**config.mk**
```make
export PLATFORM = sky130hd
export DESIGN_NAME = dalp_regs
export DESIGN_NICKNAME = d
export VERILOG_FILES = /design/src/dalp_pkg.sv /design/src/dalp_regs.sv /design/src/dalp_sync2.sv
export SDC_FILE = /design/constraint.sdc
export NUM_CORES = 1
export LEC_CHECK = 0
export BUFFER_PORTS_ARGS = -buffer_cell sky130_fd_sc_hd__buf_2
export CAP_MARGIN = 15
export CORE_UTILIZATION = 30
export CTS_BUF_LIST = sky130_fd_sc_hd__clkbuf_16
export DETAILED_ROUTE_END_ITERATION = 16
export GPL_ROUTABILITY_DRIVEN = 0
export HOLD_SLACK_MARGIN = 0.12
export PLACE_DENSITY = 0.52
export SKIP_CTS_REPAIR_TIMING = 1
export SLEW_MARGIN = 20
export SYNTH_ARGS = -nofsm -noshare
export SYNTH_HDL_FRONTEND = slang
export SYNTH_SLANG_ARGS = --single-unit
```
**constraint.sdc**
```tcl
create_clock -name i_clk -period 1.5 [get_ports i_clk]
set_input_delay 0.075 -clock i_clk [delete_from_list [all_inputs] [get_ports i_clk]]
set_output_delay 0.075 -clock i_clk [all_outputs]
set_load 0.005 [all_outputs]
```
**src/dalp_pkg.sv**
```systemverilog
// Summary of operation
// - Audio control bit 3 reads back the audio FIFO overrun flag.
// - Audio control bit 2 reads back the audio FIFO underrun flag.
// - Writing 1 to the FIFO error-reset bit clears recorded audio errors.
// - Edge-select 1 strobes audio data on rising edge, 0 on falling.
// - Pixel-clock test bit 7 selects the external test clock input.
// - Lock-mode 0: lock and video only while video-disabled indication is 0.
// - Lock-mode 1: lock whenever linked to a serializer, even without video.
// - Bit 5 makes back channel pass fast GPIO0 raw, unfiltered.
// - Bits 4-3: 00 auto, 01 dual, 10 single primary, 11 single secondary.
// - Port1 select: writes hit port1 and shared, reads return port1.
// - Port0 select (reset 1): writes hit port0 and shared, reads port0.
// - Both selects set: writes reach both ports, reads return port1.
// - Video-disabled indication means no active video; qualifies lock in lock-mode 0.
// - Auto-detect mode uses received dual-link indication for recovery.
package dalp_pkg;
  localparam logic [7:0] ADDR_AUDIO_CTL  = 8'h2b;
  localparam logic [7:0] ADDR_PCLK_TEST  = 8'h2e;
  localparam logic [7:0] ADDR_DUAL_RX    = 8'h34;
  localparam logic [7:0] RST_AUDIO_CTL   = 8'h00;
  localparam logic [7:0] RST_PCLK_TEST   = 8'h00;
  localparam logic [7:0] RST_DUAL_RX     = 8'h01;
  localparam int         BIT_OVERRUN     = 3;
  localparam int         BIT_UNDERRUN    = 2;
  localparam int         BIT_ERR_RESET   = 1;
  localparam int         BIT_RISE_EDGE   = 0;
  localparam int         BIT_EXT_PCLK    = 7;
  localparam int         BIT_LOCK_MODE   = 6;
  localparam int         BIT_RAW_BC      = 5;
  localparam int         BIT_MODE_HI     = 4;
  localparam int         BIT_MODE_LO     = 3;
  localparam int         BIT_SECOND_PORT_ACCESS_SELECT   = 1;
  localparam int         BIT_FIRST_PORT_ACCESS_SELECT   = 0;
  localparam logic [7:0] MASK_AUDIO_RW   = 8'hf3;
  localparam logic [7:0] MASK_PCLK_RW    = 8'hff;
  localparam logic [7:0] MASK_DUAL_RW    = 8'h7f;
  localparam logic [1:0] MODE_AUTO       = 2'h0;
  localparam logic [1:0] MODE_DUAL       = 2'h1;
  localparam logic [1:0] MODE_SINGLE_PRI = 2'h2;
  localparam logic [1:0] MODE_SINGLE_SEC = 2'h3;
endpackage

```
**src/dalp_regs.sv**
```systemverilog
`timescale 1ns/1ns
module dalp_regs
  import dalp_pkg::*;
(
  input  wire logic       i_clk,
  input  wire logic       i_srst,
  input  wire logic       i_wr,
  input  wire logic       i_rd,
  input  wire logic [7:0] i_addr,
  input  wire logic [7:0] i_wdata,
  output logic [7:0]      o_rdata,
  output logic            o_rvalid,
  output logic            o_port0_shared_hit,
  input  wire logic       i_fifo_overrun,
  input  wire logic       i_fifo_underrun,
  input  wire logic       i_video_disabled,
  input  wire logic       i_serializer_linked,
  input  wire logic       i_remote_dual_link,
  input  wire logic       i_recovered_pclk_sel,
  input  wire logic       i_test_clock_input,
  input  wire logic       i_fast_gpio0_input,
  input  wire logic       i_fast_gpio0_filtered,
  output logic            o_audio_rise_edge,
  output logic            o_ext_pclk_sel,
  output logic            o_pclk,
  output logic            o_rx_lock,
  output logic            o_video_enable,
  output logic            o_backchannel_gpio0,
  output logic            o_dual_link,
  output logic            o_use_secondary,
  output logic [1:0]      o_port_write_en,
  output logic            o_read_port1
);
  import dalp_pkg::*;

  // Only the port-copy steering is visible here; other registers live
  // elsewhere and receive o_port_write_en alongside the shared write.
  logic [7:0] audio_ctl_r;
  logic [7:0] pclk_test_r;
  logic [7:0] dual_rx_r;
  logic       overrun_r;
  logic       underrun_r;
  logic       ovr_s;
  logic       udr_s;
  logic       vdis_s;
  logic       link_s;
  logic       rdual_s;
  logic       gpio_s;
  logic       wr_audio;
  logic       clr_err;

  // Every pin-side level except the test clock input and i_recovered_pclk_sel crosses on two flops. The two extra cycles of
  // latency are far below any host polling interval.
  dalp_sync2 u_sync_ovr  (.i_clk(i_clk), .i_srst(i_srst),
                          .i_d(i_fifo_overrun), .o_q(ovr_s));
  dalp_sync2 u_sync_udr  (.i_clk(i_clk), .i_srst(i_srst),
                          .i_d(i_fifo_underrun), .o_q(udr_s));
  dalp_sync2 u_sync_vdis (.i_clk(i_clk), .i_srst(i_srst),
                          .i_d(i_video_disabled), .o_q(vdis_s));
  dalp_sync2 u_sync_link (.i_clk(i_clk), .i_srst(i_srst),
                          .i_d(i_serializer_linked), .o_q(link_s));
  dalp_sync2 u_sync_dual (.i_clk(i_clk), .i_srst(i_srst),
                          .i_d(i_remote_dual_link), .o_q(rdual_s));
  dalp_sync2 u_sync_gpio (.i_clk(i_clk), .i_srst(i_srst),
                          .i_d(i_fast_gpio0_input), .o_q(gpio_s));

  assign wr_audio = i_wr && (i_addr == ADDR_AUDIO_CTL);
  assign clr_err  = wr_audio && i_wdata[BIT_ERR_RESET];

  always_ff @(posedge i_clk) begin
    if (i_srst) begin
      audio_ctl_r <= RST_AUDIO_CTL;
    end else if (wr_audio) begin
      audio_ctl_r <= i_wdata & MASK_AUDIO_RW;
    end
  end

  always_ff @(posedge i_clk) begin
    if (i_srst) begin
      pclk_test_r <= RST_PCLK_TEST;
    end else if (i_wr && (i_addr == ADDR_PCLK_TEST)) begin
      pclk_test_r <= i_wdata & MASK_PCLK_RW;
    end
  end

  always_ff @(posedge i_clk) begin
    if (i_srst) begin
      dual_rx_r <= RST_DUAL_RX;
    end else if (i_wr && (i_addr == ADDR_DUAL_RX)) begin
      dual_rx_r <= i_wdata & MASK_DUAL_RW;
    end
  end

  // A new event in the clearing cycle wins, so no error is lost.
  // The error-reset bit is stored as written; each write of 1 clears
  // again, so a host need not write it back to 0 first.
  always_ff @(posedge i_clk) begin
    if (i_srst) begin
      overrun_r  <= 1'b0;
      underrun_r <= 1'b0;
    end else begin
      overrun_r  <= ovr_s | (overrun_r & ~clr_err);
      underrun_r <= udr_s | (underrun_r & ~clr_err);
    end
  end

  // Read data is registered and holds until the next read, so a slow
  // host may pick it up late. Unmapped addresses read as zero.
  always_ff @(posedge i_clk) begin
    if (i_srst) begin
      o_rdata  <= 8'h00;
      o_rvalid <= 1'b0;
    end else begin
      o_rvalid <= i_rd;
      if (i_rd) begin
        case (i_addr)
          ADDR_AUDIO_CTL: begin
            o_rdata <= {audio_ctl_r[7:4], overrun_r, underrun_r,
                        audio_ctl_r[1:0]};
          end
          ADDR_PCLK_TEST: o_rdata <= pclk_test_r;
          ADDR_DUAL_RX:   o_rdata <= dual_rx_r;
          default:        o_rdata <= 8'h00;
        endcase
      end
    end
  end

  // Clock selection is a register-steered mux; a glitch-free clock
  // switch belongs to the clocking block that consumes o_ext_pclk_sel.
  always_ff @(posedge i_clk) begin
    if (i_srst) begin
      o_audio_rise_edge <= 1'b0;
      o_ext_pclk_sel    <= 1'b0;
      o_pclk            <= 1'b0;
    end else begin
      o_audio_rise_edge <= audio_ctl_r[BIT_RISE_EDGE];
      o_ext_pclk_sel    <= pclk_test_r[BIT_EXT_PCLK];
      o_pclk            <= pclk_test_r[BIT_EXT_PCLK] ?
                           i_test_clock_input :
                           i_recovered_pclk_sel;
    end
  end

  // Lock needs a live link in both modes; lock mode only decides whether
  // missing video withholds it. Video output always waits for active
  // video, whatever the lock mode.
  always_ff @(posedge i_clk) begin
    if (i_srst) begin
      o_rx_lock      <= 1'b0;
      o_video_enable <= 1'b0;
    end else begin
      if (dual_rx_r[BIT_LOCK_MODE]) begin
        o_rx_lock <= link_s;
      end else begin
        o_rx_lock <= link_s & ~vdis_s;
      end
      o_video_enable <= link_s & ~vdis_s;
    end
  end

  // The filtered level comes from same-domain filter logic and needs no
  // synchroniser; the raw path comes from a pin and does.
  always_ff @(posedge i_clk) begin
    if (i_srst) begin
      o_backchannel_gpio0 <= 1'b0;
    end else if (dual_rx_r[BIT_RAW_BC]) begin
      o_backchannel_gpio0 <= gpio_s;
    end else begin
      o_backchannel_gpio0 <= i_fast_gpio0_filtered;
    end
  end

  // Forced modes ignore the remote dual-link indication; only auto-detect
  // follows it, after synchronisation.
  always_ff @(posedge i_clk) begin
    if (i_srst) begin
      o_dual_link     <= 1'b0;
      o_use_secondary <= 1'b0;
    end else begin
      case (dual_rx_r[BIT_MODE_HI:BIT_MODE_LO])
        MODE_AUTO: begin
          o_dual_link     <= rdual_s;
          o_use_secondary <= 1'b0;
        end
        MODE_DUAL: begin
          o_dual_link     <= 1'b1;
          o_use_secondary <= 1'b0;
        end
        MODE_SINGLE_PRI: begin
          o_dual_link     <= 1'b0;
          o_use_secondary <= 1'b0;
        end
        MODE_SINGLE_SEC: begin
          o_dual_link     <= 1'b0;
          o_use_secondary <= 1'b1;
        end
        default: begin
          o_dual_link     <= 1'b0;
          o_use_secondary <= 1'b0;
        end
      endcase
    end
  end

  // Port steering follows the select bits as they stand after each write.
  // Port0 copies are readable only with port1 select clear; port1 wins.
  always_ff @(posedge i_clk) begin
    if (i_srst) begin
      o_port_write_en    <= {1'b0, RST_DUAL_RX[BIT_FIRST_PORT_ACCESS_SELECT]};
      o_read_port1       <= 1'b0;
      o_port0_shared_hit <= 1'b0;
    end else begin
      o_port_write_en    <= {dual_rx_r[BIT_SECOND_PORT_ACCESS_SELECT],
                             dual_rx_r[BIT_FIRST_PORT_ACCESS_SELECT]};
      o_read_port1       <= dual_rx_r[BIT_SECOND_PORT_ACCESS_SELECT];
      o_port0_shared_hit <= dual_rx_r[BIT_FIRST_PORT_ACCESS_SELECT] &
                            ~dual_rx_r[BIT_SECOND_PORT_ACCESS_SELECT];
    end
  end
endmodule

```
**src/dalp_sync2.sv**
```systemverilog
`timescale 1ns/1ns
// Two-flop synchroniser for a single pin level.
module dalp_sync2 (
  input  wire logic i_clk,
  input  wire logic i_srst,
  input  wire logic i_d,
  output logic      o_q
);
  logic meta_r;

  always_ff @(posedge i_clk) begin
    if (i_srst) begin
      meta_r <= 1'b0;
      o_q    <= 1'b0;
    end else begin
      meta_r <= i_d;
      o_q    <= meta_r;
    end
  end
endmodule

```
# Word level (Yosys, flattened, before mapping)
# Index checks and enable logic that the tools add are counted.
[word_totals]
register_bits = 56
inputBits = 29
output_inout_bits = 21
wordCells = 58
[op_classes]
n_eq_ne = 6
muxes = 6
bitwise = 9
n_reduce_logical = 7
[op_table]
columns = ["operator", "count"]
rows = [
  ["$eq 8x6->1 const B", 3],
  ["$pmux 8 s3", 1],
  ["$and 1x1->1", 4],
  ["$eq 2x2->1 const B", 2],
  ["$logic_and 1x1->1", 4],
  ["$mux 1", 3],
  ["$not 1->1", 3],
  ["$pmux 1 s3", 1],
  ["$reduce_or 3->1", 1],
  ["$eq 2x1->1 const B", 1],
  ["$logic_not 2->1", 1],
  ["$or 1x1->1", 2],
  ["$pmux 1 s2", 1],
  ["$reduce_or 2->1", 1],
]

# Logic depth before layout (Yosys ltp)
[depth]
word_depth = 6
mapped_depth = 6
depth_no_buf = 4

# Cells and area by module
# A second synthesis with hierarchy kept.
[hier_totals]
hier_cells = 183
hier_area_um2 = 2035.7
[by_module_without_submodules]
columns = ["module", "instances", "cells_each", "area_per_inst_um2"]
rows = [
  ["dalp_regs", 1, 159, 1720.4],
  ["dalp_sync2", 6, 4, 52.6],
]

# Least setup slack after synthesis
# OpenSTA, ideal clock, no wires.
[synth_timing]
path_kind = "input to register"
startpoint = "input port i_addr[4]"
endpoint = "register overrun_r"
arrival_ps = 1026
setup_slack_ps = 347
cell_stages = 6
n_path_buf = 2
path_cell_list = "and4b_1 > clkbuf_1 > buf_6 > nand4_1 > a21oi_1 > nor2_1"
[synth_between]
elab_chain_cells = 6
[synth_lines]
columns = ["element", "line_no", "rtl"]
rows = [
  ["from (decl)", "dalp_regs.sv:9", "input wire logic [7:0] i_addr,"],
  ["$eq 8x6->1", "dalp_regs.sv:67", "assign wr_audio = i_wr && (i_addr == ADDR_AUDIO_CTL);"],
  ["$logic_and 1x1->1", "dalp_regs.sv:67", ""],
  ["$logic_and 1x1->1", "dalp_regs.sv:68", "assign clr_err = wr_audio && i_wdata[BIT_ERR_RESET];"],
  ["$not 1->1", "dalp_regs.sv:102", "overrun_r <= ovr_s | (overrun_r & ~clr_err);"],
  ["$and 1x1->1", "dalp_regs.sv:102", ""],
  ["$or 1x1->1", "dalp_regs.sv:102", ""],
  ["to (signal assigned)", "dalp_regs.sv:102", ""],
  ["to (decl)", "dalp_regs.sv:41", "logic overrun_r;"],
]
# No other way between the ends.
# A chain may end at the register's enable or synchronous reset.

# Worst setup path in the final report
[layout_timing]
startpoint = "register pclk_test_r[7]"
endpoint = "register o_pclk"
[layout_between]
elab_chain_cells = 1
[layout_lines]
columns = ["element", "line_no", "rtl"]
rows = [
  ["from (decl)", "dalp_regs.sv:39", "logic [7:0] pclk_test_r;"],
  ["from (signal assigned)", "dalp_regs.sv:82", "pclk_test_r <= i_wdata & MASK_PCLK_RW;"],
  ["$mux 1", "dalp_regs.sv:139", "o_pclk <= pclk_test_r[BIT_EXT_PCLK] ?"],
  ["to (signal assigned)", "dalp_regs.sv:139", ""],
  ["to (decl)", "dalp_regs.sv:25", "output logic o_pclk,"],
]
# No other way between the ends.

==> results.sh <==
export IMPL_multiInputGateArea_um2=858.3
export IMPL_dr_pass1_iters=10
export IMPL_hp_class="input pin to register"
export IMPL_crit_type="register to register"
export IMPL_ys_flop_type="dfxtp_1"
export IMPL_post_route_period_util=0.8698
export IMPL_dp_cells=310
export IMPL_clk_path_buf_depth=2
export IMPL_antenna_found_initial=0
export IMPL_first_global_vias=1349
export IMPL_grt_max_degree=47
export IMPL_max_vdd_ir_drop_v=0.0005388
export IMPL_critPathTopFamily="buffers and inverters"
export IMPL_hold_viol_final=0
export IMPL_worst_setup_path_end_kind="register"
export IMPL_drive_above_1_share=0.2973
export IMPL_arrival_ns=1.49
export IMPL_final_common_cell="dfxtp_1"
export IMPL_die_h_um=84.15
export IMPL_syn_to_final_growth_pct=33.68
export IMPL_ys_warn_count=0
export IMPL_cts_buffers=5
export IMPL_n_fill_cell=649
export IMPL_rsz0062_at_grt="no"
export IMPL_tightestPinTransition_ns=0.4075
export IMPL_drt_iter0_markers=64
export IMPL_num_io_pins=50
export IMPL_power_density_nw_per_um2=1100
export IMPL_final_cells=336
export IMPL_async_flop_share=0
export IMPL_worstPathRequired_ns=1.68
export IMPL_syn_cell_area_um2=2024
export IMPL_syn_nets=218
export IMPL_rows=29
export IMPL_avgSynthCellArea_um2=10.71
export IMPL_grt_pass1_wl_um=6630
export IMPL_antenna_left=0
export IMPL_cts_clk_slew_worst_paths_ns=0.07
export IMPL_slew_viol_final=0
export IMPL_h_tree_depth=2
export IMPL_cts_tree="yes"
export IMPL_finalSetupViolCount=0
export IMPL_cp_cell_sequence="mux2i_1 -> dlygate4sd3_1 -> nor2_1"
export IMPL_netlist_instances=189
export IMPL_fin_skew_ns=0.003554
export IMPL_design_area_um2=2706
export IMPL_synth_seq_cells=55
export IMPL_io_buffers=49
export IMPL_crit_fanout=4
export IMPL_total_power_mw=2.978
export IMPL_cap_violations=0
export IMPL_wl_per_cell_um=12.10
export IMPL_detailed_place_area_um2=2359
export IMPL_max_slew_margin=0.7273
export IMPL_diodes=0
export IMPL_track_usage=0.1213
export IMPL_grt_ovfl_total=0
export IMPL_layout_common_cells="dfxtp_1 (55), buf_2 (49), nor2_1 (29), mux2i_1 (21), dlygate4sd3_1 (18)"
export IMPL_tns_ns=0
export IMPL_cts_sinks=55
export IMPL_finalNetCount=287
export IMPL_ys_seq_area_frac=0.5439
export IMPL_p_leak_nw=1.234
export IMPL_drc=10
export IMPL_worst_path_buf_inv=1
export IMPL_clockRootBuffer="clkbuf_16"
export IMPL_cpPeakStageDelay_ns=0.56
export IMPL_post_route_min_period_ns=1.305
export IMPL_dieArea_um2=7080
export IMPL_synth_edff_count=0
export IMPL_yosys_area_top_type="dfxtp_1"
export IMPL_core_um2=6422
export IMPL_routed_wl_um=4067
export IMPL_clock_latency_ns=0.29
export IMPL_synth_area_leaders="dfxtp_1 (54%), mux2i_1 (10%), nor2_1 (5.4%)"
export IMPL_synth_top_area_share=0.5439
export IMPL_post_drt_via_cell_ratio=4.533
export IMPL_synth_cell_type_count=34
export IMPL_start_kind="register"
export IMPL_final_seq_area_um2=1101
export IMPL_fmax_mhz=766.4
export IMPL_outcome="finished, violations left"
export IMPL_critical_path_slowest_cell="dlygate4sd3_1"
export IMPL_vias=1523
export IMPL_die_x_um=84.15
export IMPL_violations="design-rule violations"
export IMPL_start_util=0.3152
export IMPL_place_hpwl_um=2755
==> cells in the mapped netlist (2+ instances only) <==
| master | number |
|---|---|
| nand3_4 | 3 |
| mux2i_1 | 21 |
| inv_1 | 2 |
| nand2_1 | 10 |
| o21ai_1 | 6 |
| clkbuf_1 | 4 |
| nor2_1 | 29 |
| a32oi_1 | 2 |
| a22o_1 | 2 |
| buf_6 | 2 |
| buf_1 | 2 |
| dfxtp_1 | 55 |
| nand2b_1 | 2 |
| a22oi_1 | 5 |
| nand4_1 | 2 |
| a21oi_1 | 5 |
| a22o_2 | 5 |
| nor2b_1 | 15 |
| nand3b_1 | 2 |
==> layout make-up <==
class | count | share of cell area
Clock buffer | 5 | 0.04623
Timing Repair Buffer | 72 | 0.1757
Sequential cell | 55 | 0.4068
Multi-Input combinational cell | 122 | 0.3172
Inverter | 2 | 0.002774
Tap cell | 77 | 0.03560
Clock inverter | 3 | 0.01572
==> flip-flops by register name, indices dropped and copies added, names as in the netlist, 2 cells and up <==
signal	cells
o_port_write_en	2
o_rdata	8
dual_rx_r	7
audio_ctl_r	6
pclk_test_r	8
==> where the power goes <==
group	leakage (nW)	total, mW	switching [mW]	internal (mW)
combinational	0.705	0.174	0.0790	0.0951
sequential	0.447	1.49	0.00667	1.49
clock	0.0818	1.31	0.523	0.788
total	1.23	2.98	0.609	2.37
==> stage by stage <==
stage	hold slack (ns)	setup slack, ns	util
detailed placement	0.2866	0.1519	0.3672
CTS	-0.02018	0.4575	0.3933
global placement	0.2813	0.1287	0.3672
finish	0.1610	0.1953	0.4214
global route	0.1938	0.1360	0.4214
floorplan	0.2032	0.3465	-
==> worst paths after layout <==
| check | start | end | slack (ns) | cells after the start |
|---|---|---|---|---|
| setup / recovery | pclk_test_r[7] | o_pclk | 0.20 | 3 |
| hold / removal | i_addr[6] | o_rdata[7] | 0.16 | 4 |
| setup reg to reg | pclk_test_r[7] | o_pclk | 0.20 | 3 |
| hold reg to reg | u_sync_vdis.o_q | o_video_enable | 0.42 | 1 |
==> per-layer routing <==
metal / GRT usage / vias up / wire [µm]
met5: 0 / - / 0
li1: - / 786 / -
met1: 0.1570 / 694 / 2025
met3: 0.05015 / 8 / 230
met4: 0.05172 / 0 / 70
met2: 0.1781 / 35 / 1741
==> logic make-up after synthesis <==
family,synth area share
and+or+nand+nor,0.2120
DFF,0.5439
AOI/OAI and AO/OA,0.1082
muxes,0.1038
buffers and inverters,0.03214
==> worst register-to-register path, delay by kind of cell (launching register included) <==
kind	cells	cell delay, ns
buf+inv	1	0.56
flops	1	0.40
mux	1	0.20
simple gates	1	0.04
Note: power is estimated with default switching activity, not from simulation.
